===== config.mk =====
export PLATFORM = sky130hd
export DESIGN_NAME = fcd_decoder_flat
export DESIGN_NICKNAME = d
export VERILOG_FILES = /design/src/hdl/fcd_pkg.sv /design/src/hdl/fcd_if.sv /design/src/hdl/fcd_decoder.sv /design/src/flat_wrapper.sv
export SDC_FILE = /design/constraint.sdc
export NUM_CORES = 1
export LEC_CHECK = 0
export ABC_AREA = 1
export BUFFER_PORTS_ARGS = -buffer_cell sky130_fd_sc_hd__buf_2
export CORE_MARGIN = 4
export CORE_UTILIZATION = 34
export CTS_CLUSTER_DIAMETER = 200
export DETAILED_ROUTE_END_ITERATION = 8
export GPL_ROUTABILITY_DRIVEN = 0
export GPL_TIMING_DRIVEN = 0
export PLACE_DENSITY = 0.51
export SLEW_MARGIN = 40
export SYNTH_ARGS = -nofsm -noshare
export SYNTH_HDL_FRONTEND = slang
export SYNTH_SLANG_ARGS = --single-unit
export TNS_END_PERCENT = 10

===== constraint.sdc =====
create_clock -name i_clk -period 2.9 [get_ports i_clk]
set_input_delay 0.435 -clock i_clk [delete_from_list [all_inputs] [get_ports i_clk]]
set_output_delay 0.435 -clock i_clk [all_outputs]
set_load 0.005 [all_outputs]

===== src/hdl/fcd_pkg.sv =====
// Shared constants and types for the flash command decoder and its CPU-side driver
package fcd_pkg;
    localparam int ADDR_W = 19;
    localparam int DATA_W = 16;
    localparam logic [13:0] CA_1554 = 14'h1554;
    localparam logic [13:0] CA_2AA8 = 14'h2AA8;
    localparam logic [13:0] CA_2A54 = 14'h2A54;
    localparam logic [13:0] CA_15A8 = 14'h15A8;
    localparam logic [7:0] CD_A8 = 8'hA8;
    localparam logic [7:0] CD_54 = 8'h54;
    localparam logic [7:0] CD_A0 = 8'hA0;
    localparam logic [7:0] CD_80 = 8'h80;
    localparam logic [7:0] CD_30 = 8'h30;
    localparam logic [7:0] CD_10 = 8'h10;
    localparam logic [7:0] CD_B0 = 8'hB0;
    localparam logic [7:0] CD_C0 = 8'hC0;
    localparam logic [7:0] CD_C1 = 8'hC1;
    localparam logic [7:0] CD_90 = 8'h90;
    localparam logic [7:0] CD_F0 = 8'hF0;
    localparam logic [15:0] CODE_LIFT = 16'hFFFF;
    localparam logic [15:0] CODE_RESTORE = 16'hFFFB;
    localparam logic [15:0] LOCK_RESET = 16'hFFFF;
    localparam int WINDOW_NS = 96000;
    localparam int CLK_NS = 4;
    localparam int WINDOW_CYC = WINDOW_NS / CLK_NS;
    localparam int WIN_W = 15;
    localparam int STAT_DONE = 7;
    localparam int STAT_TOG = 6;
    localparam int STAT_ERR = 5;
    localparam int STAT_WIN = 3;
    localparam int STAT_TOG2 = 2;
    typedef enum logic [3:0] {
        S_READ = 4'b0000, S_U1 = 4'b0001, S_U2 = 4'b0010, S_ER3 = 4'b0011,
        S_ER4 = 4'b0100, S_ER5 = 4'b0101, S_PROG = 4'b0110, S_WIN = 4'b0111,
        S_BUSY = 4'b1000, S_HOLD = 4'b1001, S_P1 = 4'b1010, S_P2 = 4'b1011,
        S_LSET = 4'b1100, S_LQRY = 4'b1101, S_LIFT = 4'b1110
    } fcd_state_t;
    typedef enum logic [1:0] {
        RM_ARRAY = 2'b00, RM_STATUS = 2'b01, RM_LOCK = 2'b10
    } fcd_rmode_t;
endpackage : fcd_pkg


===== src/hdl/fcd_if.sv =====
// CPU-side write/read channel between the host driver and the command decoder
`timescale 1ns/1ns
`default_nettype none
interface fcd_if;
    import fcd_pkg::*;
    logic wr;
    logic rd;
    logic from_flash;
    logic [ADDR_W-1:0] addr;
    logic [DATA_W-1:0] wdata;
    logic [DATA_W-1:0] rdata;
    logic rvalid;
    modport dev (input wr, rd, from_flash, addr, wdata, output rdata, rvalid);
    modport host (output wr, rd, from_flash, addr, wdata, input rdata, rvalid);
endinterface : fcd_if
`default_nettype wire


===== src/hdl/fcd_decoder.sv =====
// Flash command decoder: turns coded CPU write sequences into flash operations
//
// How it works
// - F0 returns to array read, except while a program or erase runs without error or an erase is suspended
// - A8,54,F0 unlock sequence also returns read
// - Unlock, A0, then data programs a word
// - Unlock,80,unlock,30 at block erases it
// - Same prefix with 10 erases whole chip
// - B0 during erase suspends it
// - Host touches only other blocks while suspended
// - 30 while suspended resumes erase
// - Lock unlock, C0, value to odd word
// - Lock unlock, 90 makes odd words read lock
// - Lock unlock, C1, F0 lifts sector locks
// - FFFF from flash lifts code lock
// - FFFB from flash restores code lock
// - Address bits 14 and up ignored
// - Extra blocks accepted within 96 us window
// - Lock zero bits stay zero, else error
// - Odd word address is 4n-2
// - Bad cycle aborts to array read
`timescale 1ns/1ns
`default_nettype none
module fcd_decoder
    import fcd_pkg::*;
#(
    parameter int WINDOW_CYCLES = WINDOW_CYC,
    parameter int MAX_BLOCKS = 16
) (
    input wire logic i_clk,
    input wire logic i_rst_b,
    fcd_if.dev bus,
    input wire logic i_op_done,
    input wire logic i_op_fail,
    input wire logic [DATA_W-1:0] i_array_data,
    output logic o_prog_go,
    output logic o_wipe_go,
    output logic o_chip_wipe,
    output logic [MAX_BLOCKS-1:0] o_wipe_blocks,
    output logic o_wipe_hold,
    output logic [ADDR_W-1:0] o_target_location,
    output logic [DATA_W-1:0] o_prog_data,
    output logic o_lock_write,
    output logic [DATA_W-1:0] o_lock_write_value,
    output logic o_sector_lock_lift,
    output logic o_code_lock_lift,
    output logic [DATA_W-1:0] o_flash_status_word
);
    if (WINDOW_CYCLES < 1 || WINDOW_CYCLES >= (1 << WIN_W)) begin : g_bad_window
        $error("WINDOW_CYCLES out of range");
    end
    if (MAX_BLOCKS < 1 || MAX_BLOCKS > 16) begin : g_bad_blocks
        $error("MAX_BLOCKS must be 1..16");
    end

    typedef struct packed {
        fcd_state_t st;
        fcd_rmode_t rmode;
        logic prog_go;
        logic wipe_go;
        logic chip;
        logic [15:0] blocks;
        logic hold;
        logic [ADDR_W-1:0] tgt;
        logic [DATA_W-1:0] pdata;
        logic lock_wr;
        logic [DATA_W-1:0] lock_val;
        logic [DATA_W-1:0] lock_word;
        logic sec_lift;
        logic code_lift;
        logic [WIN_W-1:0] win_cnt;
        logic err;
        logic tog;
        logic [DATA_W-1:0] rdata;
        logic rvalid;
    } fcd_dec_t;

    fcd_dec_t s_r;
    fcd_dec_t s_nxt;

    function automatic logic cmd_hit(input logic [ADDR_W-1:0] a, input logic [DATA_W-1:0] d,
                                     input logic [13:0] ca, input logic [7:0] cd);
        cmd_hit = (a[13:0] == ca) && (d[7:0] == cd);
    endfunction : cmd_hit

    function automatic logic odd_word(input logic [ADDR_W-1:0] a);
        odd_word = (a[1:0] == 2'b10);
    endfunction : odd_word

    logic [ADDR_W-1:0] a;
    logic [DATA_W-1:0] d;
    logic is_f0;
    logic [3:0] blk;
    assign a = bus.addr;
    assign d = bus.wdata;
    assign is_f0 = (d[7:0] == CD_F0);
    // Block number taken from the top address bits; real mapping is array-specific
    assign blk = a[ADDR_W-1:ADDR_W-4];

    always_comb begin
        s_nxt = s_r;
        s_nxt.prog_go = 1'b0;
        s_nxt.lock_wr = 1'b0;
        s_nxt.rvalid = bus.rd;
        if ((s_r.st == S_BUSY || s_r.st == S_PROG) && !s_r.err) begin
            s_nxt.tog = ~s_r.tog;
        end
        if (s_r.st == S_WIN && s_r.win_cnt != '0) begin
            s_nxt.win_cnt = s_r.win_cnt - WIN_W'(1);
        end
        if (s_r.st == S_WIN && s_r.win_cnt == '0) begin
            s_nxt.st = S_BUSY;
            s_nxt.wipe_go = 1'b1;
        end
        if ((s_r.st == S_BUSY || s_r.st == S_PROG) && i_op_done) begin
            s_nxt.err = i_op_fail;
            s_nxt.wipe_go = s_r.hold && s_r.wipe_go;
            s_nxt.st = i_op_fail ? s_r.st : (s_r.hold ? S_HOLD : S_READ);
            s_nxt.rmode = i_op_fail ? RM_STATUS : RM_ARRAY;
            if (!i_op_fail && !s_r.hold) begin
                s_nxt.blocks = '0;
            end
        end
        if (bus.wr && bus.from_flash && d == CODE_LIFT) begin
            s_nxt.code_lift = 1'b1;
        end else if (bus.wr && bus.from_flash && d == CODE_RESTORE) begin
            s_nxt.code_lift = 1'b0;
        end else if (bus.wr) begin
            case (s_r.st)
                S_BUSY, S_PROG, S_WIN: begin
                    if (d[7:0] == CD_B0 && s_r.st != S_PROG) begin
                        s_nxt.st = S_HOLD;
                        s_nxt.hold = 1'b1;
                        s_nxt.wipe_go = 1'b1;
                        s_nxt.rmode = RM_ARRAY;
                    end else if (s_r.st == S_WIN && d[7:0] == CD_30) begin
                        s_nxt.blocks[blk] = 1'b1;
                        s_nxt.win_cnt = WIN_W'(WINDOW_CYCLES - 1);
                    end else if (is_f0 && (s_r.err || s_r.st == S_WIN)) begin
                        s_nxt.st = S_READ;
                        s_nxt.err = 1'b0;
                        s_nxt.hold = 1'b0;
                        s_nxt.wipe_go = 1'b0;
                        s_nxt.blocks = '0;
                        s_nxt.rmode = RM_ARRAY;
                    end
                end
                S_HOLD: begin
                    if (d[7:0] == CD_30) begin
                        s_nxt.st = S_BUSY;
                        s_nxt.hold = 1'b0;
                        s_nxt.rmode = RM_STATUS;
                    end else if (cmd_hit(a, d, CA_1554, CD_A8)) begin
                        s_nxt.st = S_U1;
                    end
                end
                S_READ, S_LQRY, S_LIFT: begin
                    s_nxt.rmode = RM_ARRAY;
                    s_nxt.st = S_READ;
                    s_nxt.err = s_r.err && !is_f0;
                    if (s_r.st == S_LIFT && is_f0) begin
                        s_nxt.sec_lift = 1'b1;
                    end else if (cmd_hit(a, d, CA_1554, CD_A8)) begin
                        s_nxt.st = S_U1;
                    end else if (cmd_hit(a, d, CA_2A54, CD_A8)) begin
                        s_nxt.st = S_P1;
                    end
                end
                S_U1: s_nxt.st = cmd_hit(a, d, CA_2AA8, CD_54) ? S_U2 : S_READ;
                S_U2: begin
                    if (cmd_hit(a, d, CA_1554, CD_A0)) begin
                        s_nxt.st = S_PROG;
                    end else if (cmd_hit(a, d, CA_1554, CD_80) && !s_r.hold) begin
                        s_nxt.st = S_ER3;
                    end else begin
                        s_nxt.st = S_READ;
                    end
                end
                S_ER3: s_nxt.st = cmd_hit(a, d, CA_1554, CD_A8) ? S_ER4 : S_READ;
                S_ER4: s_nxt.st = cmd_hit(a, d, CA_2AA8, CD_54) ? S_ER5 : S_READ;
                S_ER5: begin
                    if (cmd_hit(a, d, CA_1554, CD_10)) begin
                        s_nxt.st = S_BUSY;
                        s_nxt.chip = 1'b1;
                        s_nxt.wipe_go = 1'b1;
                        s_nxt.rmode = RM_STATUS;
                    end else if (d[7:0] == CD_30) begin
                        s_nxt.st = S_WIN;
                        s_nxt.chip = 1'b0;
                        s_nxt.blocks = '0;
                        s_nxt.blocks[blk] = 1'b1;
                        s_nxt.win_cnt = WIN_W'(WINDOW_CYCLES - 1);
                        s_nxt.rmode = RM_STATUS;
                    end else begin
                        s_nxt.st = S_READ;
                    end
                end
                S_P1: s_nxt.st = cmd_hit(a, d, CA_15A8, CD_54) ? S_P2 : S_READ;
                S_P2: begin
                    if (cmd_hit(a, d, CA_2A54, CD_C0)) begin
                        s_nxt.st = S_LSET;
                    end else if (cmd_hit(a, d, CA_2A54, CD_90)) begin
                        s_nxt.st = S_LQRY;
                        s_nxt.rmode = RM_LOCK;
                    end else if (cmd_hit(a, d, CA_2A54, CD_C1)) begin
                        s_nxt.st = S_LIFT;
                    end else begin
                        s_nxt.st = S_READ;
                    end
                end
                S_LSET: begin
                    s_nxt.st = S_READ;
                    if (odd_word(a)) begin
                        s_nxt.lock_wr = 1'b1;
                        s_nxt.lock_val = d;
                        s_nxt.err = |(~s_r.lock_word & d);
                        s_nxt.lock_word = s_r.lock_word & d;
                        s_nxt.rmode = s_nxt.err ? RM_STATUS : RM_ARRAY;
                    end
                end
                default: s_nxt.st = S_READ;
            endcase
        end
        if (bus.wr && s_r.st == S_PROG && s_r.prog_go == 1'b0 && s_r.rmode != RM_STATUS) begin
            s_nxt.prog_go = 1'b1;
            s_nxt.tgt = a;
            s_nxt.pdata = d;
            s_nxt.rmode = RM_STATUS;
        end
        if (bus.rd) begin
            case (s_r.rmode)
                RM_STATUS: s_nxt.rdata = o_flash_status_word;
                RM_LOCK: s_nxt.rdata = odd_word(a) ? s_r.lock_word : i_array_data;
                default: s_nxt.rdata = i_array_data;
            endcase
        end
    end

    always_ff @(posedge i_clk or negedge i_rst_b) begin
        if (!i_rst_b) begin
            s_r <= '0;
            s_r.st <= S_READ;
            s_r.rmode <= RM_ARRAY;
            s_r.lock_word <= LOCK_RESET;
        end else begin
            s_r <= s_nxt;
        end
    end

    always_comb begin
        o_flash_status_word = '0;
        o_flash_status_word[STAT_DONE] = (s_r.st != S_BUSY && s_r.st != S_PROG) || s_r.err;
        o_flash_status_word[STAT_TOG] = s_r.tog;
        o_flash_status_word[STAT_TOG2] = s_r.tog;
        o_flash_status_word[STAT_ERR] = s_r.err;
        o_flash_status_word[STAT_WIN] = (s_r.st != S_WIN);
    end

    assign o_prog_go = s_r.prog_go;
    assign o_wipe_go = s_r.wipe_go && !s_r.hold && s_r.st == S_BUSY;
    assign o_chip_wipe = s_r.chip;
    assign o_wipe_blocks = s_r.blocks[MAX_BLOCKS-1:0];
    assign o_wipe_hold = s_r.hold;
    assign o_target_location = s_r.tgt;
    assign o_prog_data = s_r.pdata;
    assign o_lock_write = s_r.lock_wr;
    assign o_lock_write_value = s_r.lock_val;
    assign o_sector_lock_lift = s_r.sec_lift;
    assign o_code_lock_lift = s_r.code_lift;
    assign bus.rdata = s_r.rdata;
    assign bus.rvalid = s_r.rvalid;
endmodule : fcd_decoder
`default_nettype wire


===== src/flat_wrapper.sv =====
// flat-port wrapper written by rule: the top's interface ports become plain ports
module fcd_decoder_flat import fcd_pkg::*;
#(
    parameter int WINDOW_CYCLES = WINDOW_CYC,
    parameter int MAX_BLOCKS = 16
)
  (i_clk, i_rst_b, i_op_done, i_op_fail, i_array_data, o_prog_go, o_wipe_go, o_chip_wipe, o_wipe_blocks, o_wipe_hold, o_target_location, o_prog_data, o_lock_write, o_lock_write_value, o_sector_lock_lift, o_code_lock_lift, o_flash_status_word, bus_wr, bus_rd, bus_from_flash, bus_addr, bus_wdata, bus_rdata, bus_rvalid);
  fcd_if bus_i ();
  input wire logic i_clk;
  input wire logic i_rst_b;
  input wire logic i_op_done;
  input wire logic i_op_fail;
  input wire logic [DATA_W-1:0] i_array_data;
  output logic o_prog_go;
  output logic o_wipe_go;
  output logic o_chip_wipe;
  output logic [MAX_BLOCKS-1:0] o_wipe_blocks;
  output logic o_wipe_hold;
  output logic [ADDR_W-1:0] o_target_location;
  output logic [DATA_W-1:0] o_prog_data;
  output logic o_lock_write;
  output logic [DATA_W-1:0] o_lock_write_value;
  output logic o_sector_lock_lift;
  output logic o_code_lock_lift;
  output logic [DATA_W-1:0] o_flash_status_word;
  input wire logic [$bits(bus_i.wr)-1:0] bus_wr;
  input wire logic [$bits(bus_i.rd)-1:0] bus_rd;
  input wire logic [$bits(bus_i.from_flash)-1:0] bus_from_flash;
  input wire logic [$bits(bus_i.addr)-1:0] bus_addr;
  input wire logic [$bits(bus_i.wdata)-1:0] bus_wdata;
  output wire logic [$bits(bus_i.rdata)-1:0] bus_rdata;
  output wire logic [$bits(bus_i.rvalid)-1:0] bus_rvalid;
  assign bus_i.wr = bus_wr;
  assign bus_i.rd = bus_rd;
  assign bus_i.from_flash = bus_from_flash;
  assign bus_i.addr = bus_addr;
  assign bus_i.wdata = bus_wdata;
  assign bus_rdata = bus_i.rdata;
  assign bus_rvalid = bus_i.rvalid;
  fcd_decoder #(.WINDOW_CYCLES(WINDOW_CYCLES), .MAX_BLOCKS(MAX_BLOCKS)) u_core (.i_clk(i_clk), .i_rst_b(i_rst_b), .bus(bus_i), .i_op_done(i_op_done), .i_op_fail(i_op_fail), .i_array_data(i_array_data), .o_prog_go(o_prog_go), .o_wipe_go(o_wipe_go), .o_chip_wipe(o_chip_wipe), .o_wipe_blocks(o_wipe_blocks), .o_wipe_hold(o_wipe_hold), .o_target_location(o_target_location), .o_prog_data(o_prog_data), .o_lock_write(o_lock_write), .o_lock_write_value(o_lock_write_value), .o_sector_lock_lift(o_sector_lock_lift), .o_code_lock_lift(o_code_lock_lift), .o_flash_status_word(o_flash_status_word));
endmodule

Yosys cells after proc, flatten, opt, wreduce, memory -nomap -nowiden
Index checks and enable logic that the tools add are counted.
{"block": "word_totals", "latchBits": 0, "reg_bits": 130, "ram_bits": 0, "mem_count": 0, "mem_bits_ro": 0, "output_inout_bits": 107, "wordCells": 209}
{"block": "op_classes", "order_cmp": 2, "div": 0, "bitwise": 8, "reduce_logical": 52, "n_shift": 0, "multipliers": 0, "n_addsub": 1, "n_mux": 86, "n_eq_ne": 41}
{"op": "16-bit two-way mux", "count": 10}
{"op": "34-bit two-way mux", "count": 3}
{"op": "33-bit two-way mux", "count": 2}
{"op": "8-bit equality test, second input constant", "count": 8}
{"op": "16-bit one-hot mux with 2 select lines", "count": 2}
{"op": "15-bit two-way mux", "count": 4}
{"op": "19-bit two-way mux", "count": 3}
{"op": "4-bit two-way mux", "count": 13}
{"op": "6-bit two-way mux", "count": 8}
{"op": "4-bit one-hot mux with 10 select lines", "count": 1}
{"op": "17-bit two-way mux", "count": 2}
{"op": "16-bit AND", "count": 2}
{"op": "16-bit equality test, second input constant", "count": 2}
{"op": "1-bit logical AND", "count": 32}
{"op": "15-bit one-hot mux with 2 select lines", "count": 1}
{"op": "14-bit by 13-bit equality test with 1-bit output, second input constant", "count": 2}
{"op": "14-bit equality test, second input constant", "count": 2}
{"op": "4-bit equality test, second input constant", "count": 7}
{"op": "1-bit two-way mux", "count": 22}
{"op": "4-bit by 3-bit equality test with 1-bit output, second input constant", "count": 4}
{"op": "16-bit inverter", "count": 1}
{"op": "16-bit OR", "count": 1}
{"op": "16-bit OR reduction", "count": 1}
{"op": "15-bit logical NOT", "count": 1}
{"op": "30 further kinds", "count": 56}

Longest topological paths before layout
Gate-level depths: netlist of the first run.
{"block": "logic_depth", "word_depth": 12, "ltp_mapped": 13, "mapped_depth_nobuf": 13}

Worst setup path before layout of the first run
Ideal clock, no wire load.
{"block": "synth_timing", "path_kind": "reg2reg", "startpoint": "register u_core.s_r[124] in the netlist's numbering", "endpoint": "register u_core.s_r (netlist bit u_core.bus.rdata[10])", "setup_time_ns": 0.122, "slack_ns": 1.241, "synth_period_minus_slack_ns": 1.659, "arrival_ns": 1.537, "path_stages_with_launch": 8, "n_path_buf": 1, "cell_sequence": "dfrtp_1 inv_1 ha_1 clkinv_1 nand2_1 clkbuf_1 nand2_1 a32o_1"}
{"block": "synth_between", "elab_chain_cells": 2, "word_cells_on_any_way": 3, "classes_between": "eq/ne: 2; mux: 1"}
{"element": "start: declaration", "line": "fcd_decoder.sv:78", "source": "fcd_dec_t s_r;"}
{"element": "start signal: assignment", "line": "fcd_decoder.sv:246", "source": "s_r <= s_nxt;"}
{"element": "2-bit equality test / 2-bit by 1-bit equality test with 1-bit output (equally long branches)", "line": "fcd_decoder.sv:231", "source": "case (s_r.rmode)"}
{"element": "16-bit one-hot mux with 2 select lines *", "line": "fcd_decoder.sv:231"}
Every way passes the cells marked *; elsewhere a longest branch is shown, timed or not.
A chain may end at the register's enable or synchronous reset.

Worst setup path in the final report of the first run
{"block": "layout_timing", "startpoint": "register u_core.s_r[127] in the netlist's numbering", "endpoint": "output port o_flash_status_word[7]"}
{"block": "layout_between", "elab_chain_cells": 3, "word_cells_on_any_way": 4, "classes_between": "eq/ne: 2; reduce/logical: 2"}
{"element": "4-bit != test / 4-bit by 3-bit != test with 1-bit output (equally long branches)", "line": "fcd_decoder.sv:252", "source": "o_flash_status_word[STAT_DONE] = (s_r.st != S_BUSY && s_r.st != S_PROG) || s_r.err;"}
{"element": "1-bit logical AND *", "line": "fcd_decoder.sv:252"}
{"element": "1-bit logical OR *", "line": "fcd_decoder.sv:252"}
{"element": "end: declaration", "line": "flat_wrapper.sv:25", "source": "output logic [DATA_W-1:0] o_flash_status_word;"}
Marks and branches as above.

==> metrics.yaml, run 1 <==
worst_setup_path:
  critical_path.max_stage_delay_ps: 430
  worstSetupPathType: "register to primary output"
  crit_chain: "inv_1 > nor2_1 > nand2_2 > nand2_1 > nand2_1 > buf_2"
  cp_slowest_cell: "dfrtp_1"
  crit_arrival_ps: 1820
  rr_startpoint: "u_core.s_r[127]"
  cp_num_buf_inv: 2
  end_kind: "primary output"
  worst_setup_path_start_kind: "register"
  critPathRequiredTime_ps: 2470
  crit_family: "simple AND/OR/NAND/NOR gates"
  cp_max_fo: 6
  crit_top_cell: "nand2_1"
  critPathLaunch: "u_core.s_r[127]"
clock_network:
  cts_root_buffer: "clkbuf_16"
  post_cts_resized: 0
  cts_max_level: 4
  cts_buffer_depth: 2
  clk_latency_ps: 430
  cts_tree: "done"
  clkTransAtPathRegs_ps: 70
  cts_made_buffers: 17
  cts_setup_buffers: 0
  cts_num_sinks: 130
  cts_hold_buffers: 1
timing:
  final_hold_viol_count: 0
  worst_slew_pin_slew_ps: 739
  drv_slew: 0
  rsz0062_at_grt: "false"
  setup_viol: 0
  fmax_mhz: 443
  finalCritPeriodShare_pct: 77.8
  period_minus_slack_ps: 2260
  finalClockSkew_ps: 13.7
  slew_headroom_pct: 50.8
finish:
  area_growth_pct: 24.3
  fin_nets: 1236
  drive_gt1_share_pct: 28.8
  antenna-diode-count: 0
  register_area_mm2: 0.00327
  fin_util_pct: 42.9
  fin_cells: 1468
  nFillCells: 2314
  multiInputGateArea_mm2: 0.00294
placed_design:
  portBuffers: 153
  dp_hpwl_mm: 17.5
  place_inst: 1435
die:
  start_util_pct: 34.5
  die_h_um: 157
  rows: 54
  die-area_mm2: 0.0245
  io_pins: 165
  die_w_um: 157
  core_mm2: 0.0218
routing:
  ant_nets: 0
  wl_mm: 22.2
  vias: 6636
  dr.pass1.iters: 5
  avgRoutedWirePerCell_um: 15.2
  viasPerCell: 4.52
  drt-initial-drc-count: 375
  drcViolationCount: 0
pwr:
  total_power_mw: 4.59
  p_per_area_mw_per_mm2: 492
  ir_drop_mv: 0.395
  p_leak_nw: 5.17
run:
  maxCapViolCount: 0
synth:
  yosys.area_share.simple_pct: 25.7
  synthAdderAreaFrac_pct: 0.500
  synth.area.top_cells: "dfrtp_1, nand2_1, buf_4"
  synth_edf_count: 0
  muxShareOfSynthArea_pct: 0
  synth_top_area_cell: "dfrtp_1"
  ys_ff_latch: 130
  synthXorXnorAreaFrac_pct: 0.817
  synth_top_family_by_area: "simple AND/OR/NAND/NOR gates"
  synth_cell_types: 40
  ys_warn_count: 0
  ys_seq_area_share_pct: 43.6
  synth_flop_cell: "dfrtp_1"
  synthArstFlopShare_pct: 100
  synth_compound_area_share_pct: 11.6
  yosys.area.top_type_share_pct: 38.0
  synth_area_mm2: 0.00750
  syn_avg_cell_area_um2: 7.58
  synthCells: 990
global_route:
  grt_max_degree: 62
  grt_pass1_wl_mm: 35.3
  grt_pass1_vias: 6685
  antenna_found_initial: 0
  grt_use_total_pct: 18.4
  grt_overflow: 0
min_path:
  min_path_type: "primary input to register"
  hp-start: "bus_addr[14]"
status:
  outcome: "finished, final reports clean"
==> layout make-up <==
type / count / share of cell area, %
well taps: 280 / 3.76
clock buffers: 19 / 4.86
flip-flops and latches: 130 / 35.1
inverters: 125 / 5.03
clock inverters: 13 / 1.52
plain buffers: 117 / 9.19
repair buffers: 156 / 9.02
multi-input cells: 628 / 31.5
==> cell usage in the layout (no fill, tap or decap), drive strengths merged, types with 9 or more instances in the layout <==
master,netlist,final
clkbuf,9,28
buf,108,263
a21oi,28,28
nand2,258,258
o21ai,88,88
nand3,68,68
dfstp,16,16
inv,122,128
a32o,10,10
nand4,11,11
clkinv,3,9
nor2,107,107
dfrtp,114,114
conb,1,11
==> Yosys cell counts (2+ instances only) <==
library cell and count:
o21ai_1 25, nand3_1 66, a211oi_1 2, nand3b_1 4, nor2_2 3, ha_1 3, a32o_1 10, xor2_1 7
o211ai_1 4, nand2_1 256, inv_1 113, nand3_2 2, nand2_2 2, o31ai_1 2, o21ai_0 51, a21oi_1 28
nor3_1 6, or2_2 2, nor4_1 3, nor2_1 104, dfstp_2 16, buf_4 98, clkinv_1 3, o21bai_1 3
buf_2 4, inv_2 9, clkbuf_1 9, nand4_1 11, buf_6 6, dfrtp_1 114, o21ai_2 12, o221ai_1 4
==> worst paths after layout <==
path | cells past startpoint | endpoint | slack, ps
worst min-delay path | 3 | u_core.o_target_location[14] | 210
min in group asynchronous | 2 | u_core.o_prog_data[10] | 430
worst max-delay path | 6 | o_flash_status_word[7] | 640
max in group asynchronous | 4 | u_core.s_r[38] | 1550
worst min register to register | 2 | u_core.o_target_location[12] | 470
worst max register to register | 7 | u_core.o_prog_data[13] | 690
==> power breakdown <==
part           switching, mW  leakage (nW)  internal [mW]
logic                  0.265          3.26          0.233
clock network          0.915         0.294           1.26
registers             0.0417          1.62           1.88
==> flip-flops by register name, indices dropped and copies added (netlist names) <==
signal / flops
u_core.o_code_lock_lift: 1
u_core.bus.rvalid: 1
u_core.s_r: 38
u_core.bus.rdata: 16
u_core.o_prog_go: 1
u_core.o_lock_write: 1
u_core.o_prog_data: 16
u_core.o_lock_write_value: 16
u_core.o_wipe_hold: 1
u_core.o_sector_lock_lift: 1
u_core.o_chip_wipe: 1
u_core.o_target_location: 19
u_core.o_flash_status_word: 2
u_core.o_wipe_blocks: 16
==> cells by family (layout without fill, tap and decap cells) <==
| group | Yosys count | count (layout) |
|---|---|---|
| buffers and inverters | 242 | 430 |
| AOI/OAI and AO/OA | 145 | 145 |
| DFF | 130 | 130 |
| and+or+nand+nor | 462 | 462 |
| xor gates and xnor gates | 7 | 7 |
| adders and majority gates | 3 | 3 |
| other | 1 | 11 |
==> layer usage <==
layer | up-vias | wire length [um] | GRT usage (%)
li1 | 3424 | - | -
met4 | 0 | 306 | 4.63
met1 | 3036 | 9980 | 24.4
met2 | 154 | 10900 | 30.9
met3 | 22 | 1010 | 3.93
met5 | - | 0 | 0
==> through the flow <==
stage	setup TNS (ps)	cell area [um^2]	hold slack (ps)	setup WS (ps)
floorplan	0	7540	139	1240
global placement	-59050	8660	457	-533
detailed placement	0	8720	296	554
CTS	0	9330	197	616
global route	0	9330	208	485
finish	0	9330	206	643
==> worst min-delay path: stages <==
cell     delay [ps]
buf_2            80
nand2_1          40
nand2_1          50
Note: power is estimated with default switching activity, not from simulation.
==> run 2: changes to the inputs <==
clock period = 2.2 ns   (was 2.9 ns; I/O delays follow)
==> metrics.yaml, run 2 (synthesis results as in run 1) <==
status:
  outcome: "finished, final reports clean"
global_route:
  grt_pass1_vias: 6679  # -0.090%
  grt_pass1_wl_mm: 35.4  # +0.12%
  grt_overflow: 0  # unchanged
  grt_use_total_pct: 18.5  # +0.047 points
  grt_max_degree: 62  # unchanged
  antenna_found_initial: 0  # unchanged
finish:
  fin_nets: 1238  # +0.16%
  layout_commonest_cell: "nand2_1"
  largest_register_ffs: 38  # unchanged
  fin_cells: 1470  # +0.14%
  antenna-diode-count: 0  # unchanged
  drive_gt1_share_pct: 29.3  # +0.54 points
  area_growth_pct: 24.7
  largest_register: "u_core.s_r"
  nFillCells: 2315  # +0.043%
  mostFrequentLayoutCells: "nand2_1, buf_2, inv_1"
worst_setup_path:
  cp_max_fo: 5  # -1
  worstSetupPathType: "register to primary output"
  crit_chain: "nor2_2 > nand2_2 > nand2_1 > nand2_1 > buf_2"
  critPathRequiredTime_ps: 1870  # -600 ps
  critical_path.max_stage_delay_ps: 430  # about the same
  crit_top_cell: "nand2_1"
  end_kind: "primary output"
  worst_setup_path_start_kind: "register"
  cp_slowest_cell: "dfrtp_1"
  r2r_slack_ps: 200  # -490 ps
  crit_arrival_ps: 1750  # -70 ps
clock_network:
  cts_buffer_depth: 2  # unchanged
  cts_tree: "done"
  cts_max_level: 4  # unchanged
  clkTransAtPathRegs_ps: 70  # about the same
  cts_root_buffer: "clkbuf_16"
  cts_made_buffers: 17  # unchanged
  clk_latency_ps: 430  # about the same
  cts_num_sinks: 130  # unchanged
die:
  rows: 54  # unchanged
  core_mm2: 0.0218  # unchanged
  die_h_um: 157  # unchanged
  die-area_mm2: 0.0245  # unchanged
  start_util_pct: 34.5  # unchanged
  die_w_um: 157  # unchanged
  io_pins: 165  # unchanged
routing:
  drcViolationCount: 0  # unchanged
  avgRoutedWirePerCell_um: 15.2  # +0.35%
  dr.pass1.iters: 5  # unchanged
  ant_nets: 0  # unchanged
  drt-initial-drc-count: 366  # -2.4%
  wl_mm: 22.4  # +0.49%
  vias: 6677  # +0.62%
  viasPerCell: 4.54  # +0.48%
timing:
  period_minus_slack_ps: 2080
  worst_slew_pin_slew_ps: 743  # +4.64 ps
  finalClockSkew_ps: 12.0  # -1.64 ps
  rsz0062_at_grt: "false"
  setup_viol: 0  # unchanged
  final_hold_viol_count: 0  # unchanged
  slew_headroom_pct: 50.5  # -0.31 points
  drv_slew: 0  # unchanged
  setup-tns-final_ps: 0  # unchanged
  fmax_mhz: 481
  finalCritPeriodShare_pct: 94.6
placed_design:
  place_inst: 1435  # unchanged
  portBuffers: 153  # unchanged
  dp_hpwl_mm: 17.5  # unchanged
pwr:
  p_leak_nw: 5.18  # +0.11%
  p_per_area_mw_per_mm2: 646  # +31%
  ir_drop_mv: 0.521  # +32%
run:
  maxCapViolCount: 0  # unchanged
min_path:
  min_path_type: "primary input to register"
run 2: cell count changes in the layout (fill, tap and decap cells not counted), sizes merged:
cell  change
buf       +2
run 2: path summary, 6_finish.rpt:
kind                                                    from                           end  depth (start not counted)
worst max-delay path                         u_core.s_r[126]        o_flash_status_word[7]                          5
worst min-delay path                            bus_addr[14]  u_core.o_target_location[14]                          3
worst max register to register               u_core.s_r[124]           u_core.bus.rdata[1]                          7
worst min register to register  u_core.o_target_location[12]  u_core.o_target_location[12]                          2
max in group asynchronous                            i_rst_b                u_core.s_r[38]                          4
min in group asynchronous                            i_rst_b        u_core.o_prog_data[10]                          2
run 2: through the flow:
step                      util (%)  setup slack (ps)  cell area (um^2)  hold slack [ps]  power [mW]
after floorplan                  -               541              7540             34.4        2.91
after global placement        39.8             -1130              8660              457        3.22
after detailed placement      40.1             -56.1              8720              191        3.24
after CTS                     42.9              23.6              9340             92.3        6.12
after global routing          43.0              33.3              9360              103        6.32
final                         43.0               120              9360              104        6.04
run 2: per-layer routing:
metal | track usage [%] | vias to the layer above | share of wire [%]
met5 | 0 | - | 0
met4 | 4.50 | 0 | 1.3
met3 | 3.87 | 21 | 4.8
met2 | 31.1 | 173 | 49
met1 | 24.4 | 3058 | 45
li1 | - | 3425 | -
run 2: critical path: cells and delay by family, from the launching register on:
family | cells | cell delay [ps]
simple gates | 4 | 710
flops | 1 | 430
buf+inv | 1 | 190
run 2: final cells by class:
type,instances,area (um^2),area share (%)
repair buffers,158,856,9.15
flip-flops and latches,130,3280,35.0
well taps,280,350,3.74
clock inverters,13,141,1.51
inverters,125,469,5.02
multi-input cells,628,2950,31.6
plain buffers,117,857,9.16
clock buffers,19,453,4.84
run 2: power breakdown:
group / leakage, nW / switching [mW] / internal [mW]
Sequential: 1.61 / 0.0546 / 2.47
Combinational: 3.27 / 0.350 / 0.307
Clock: 0.294 / 1.20 / 1.65
run 2: timing repair:
action	in CTS	in global routing
pin swaps	1	0
gates resized for setup	0	6
buffers inserted	2	0
setup endpoints to repair	10	6
endpoints found under the hold margin	25	0
hold buffers	1	0
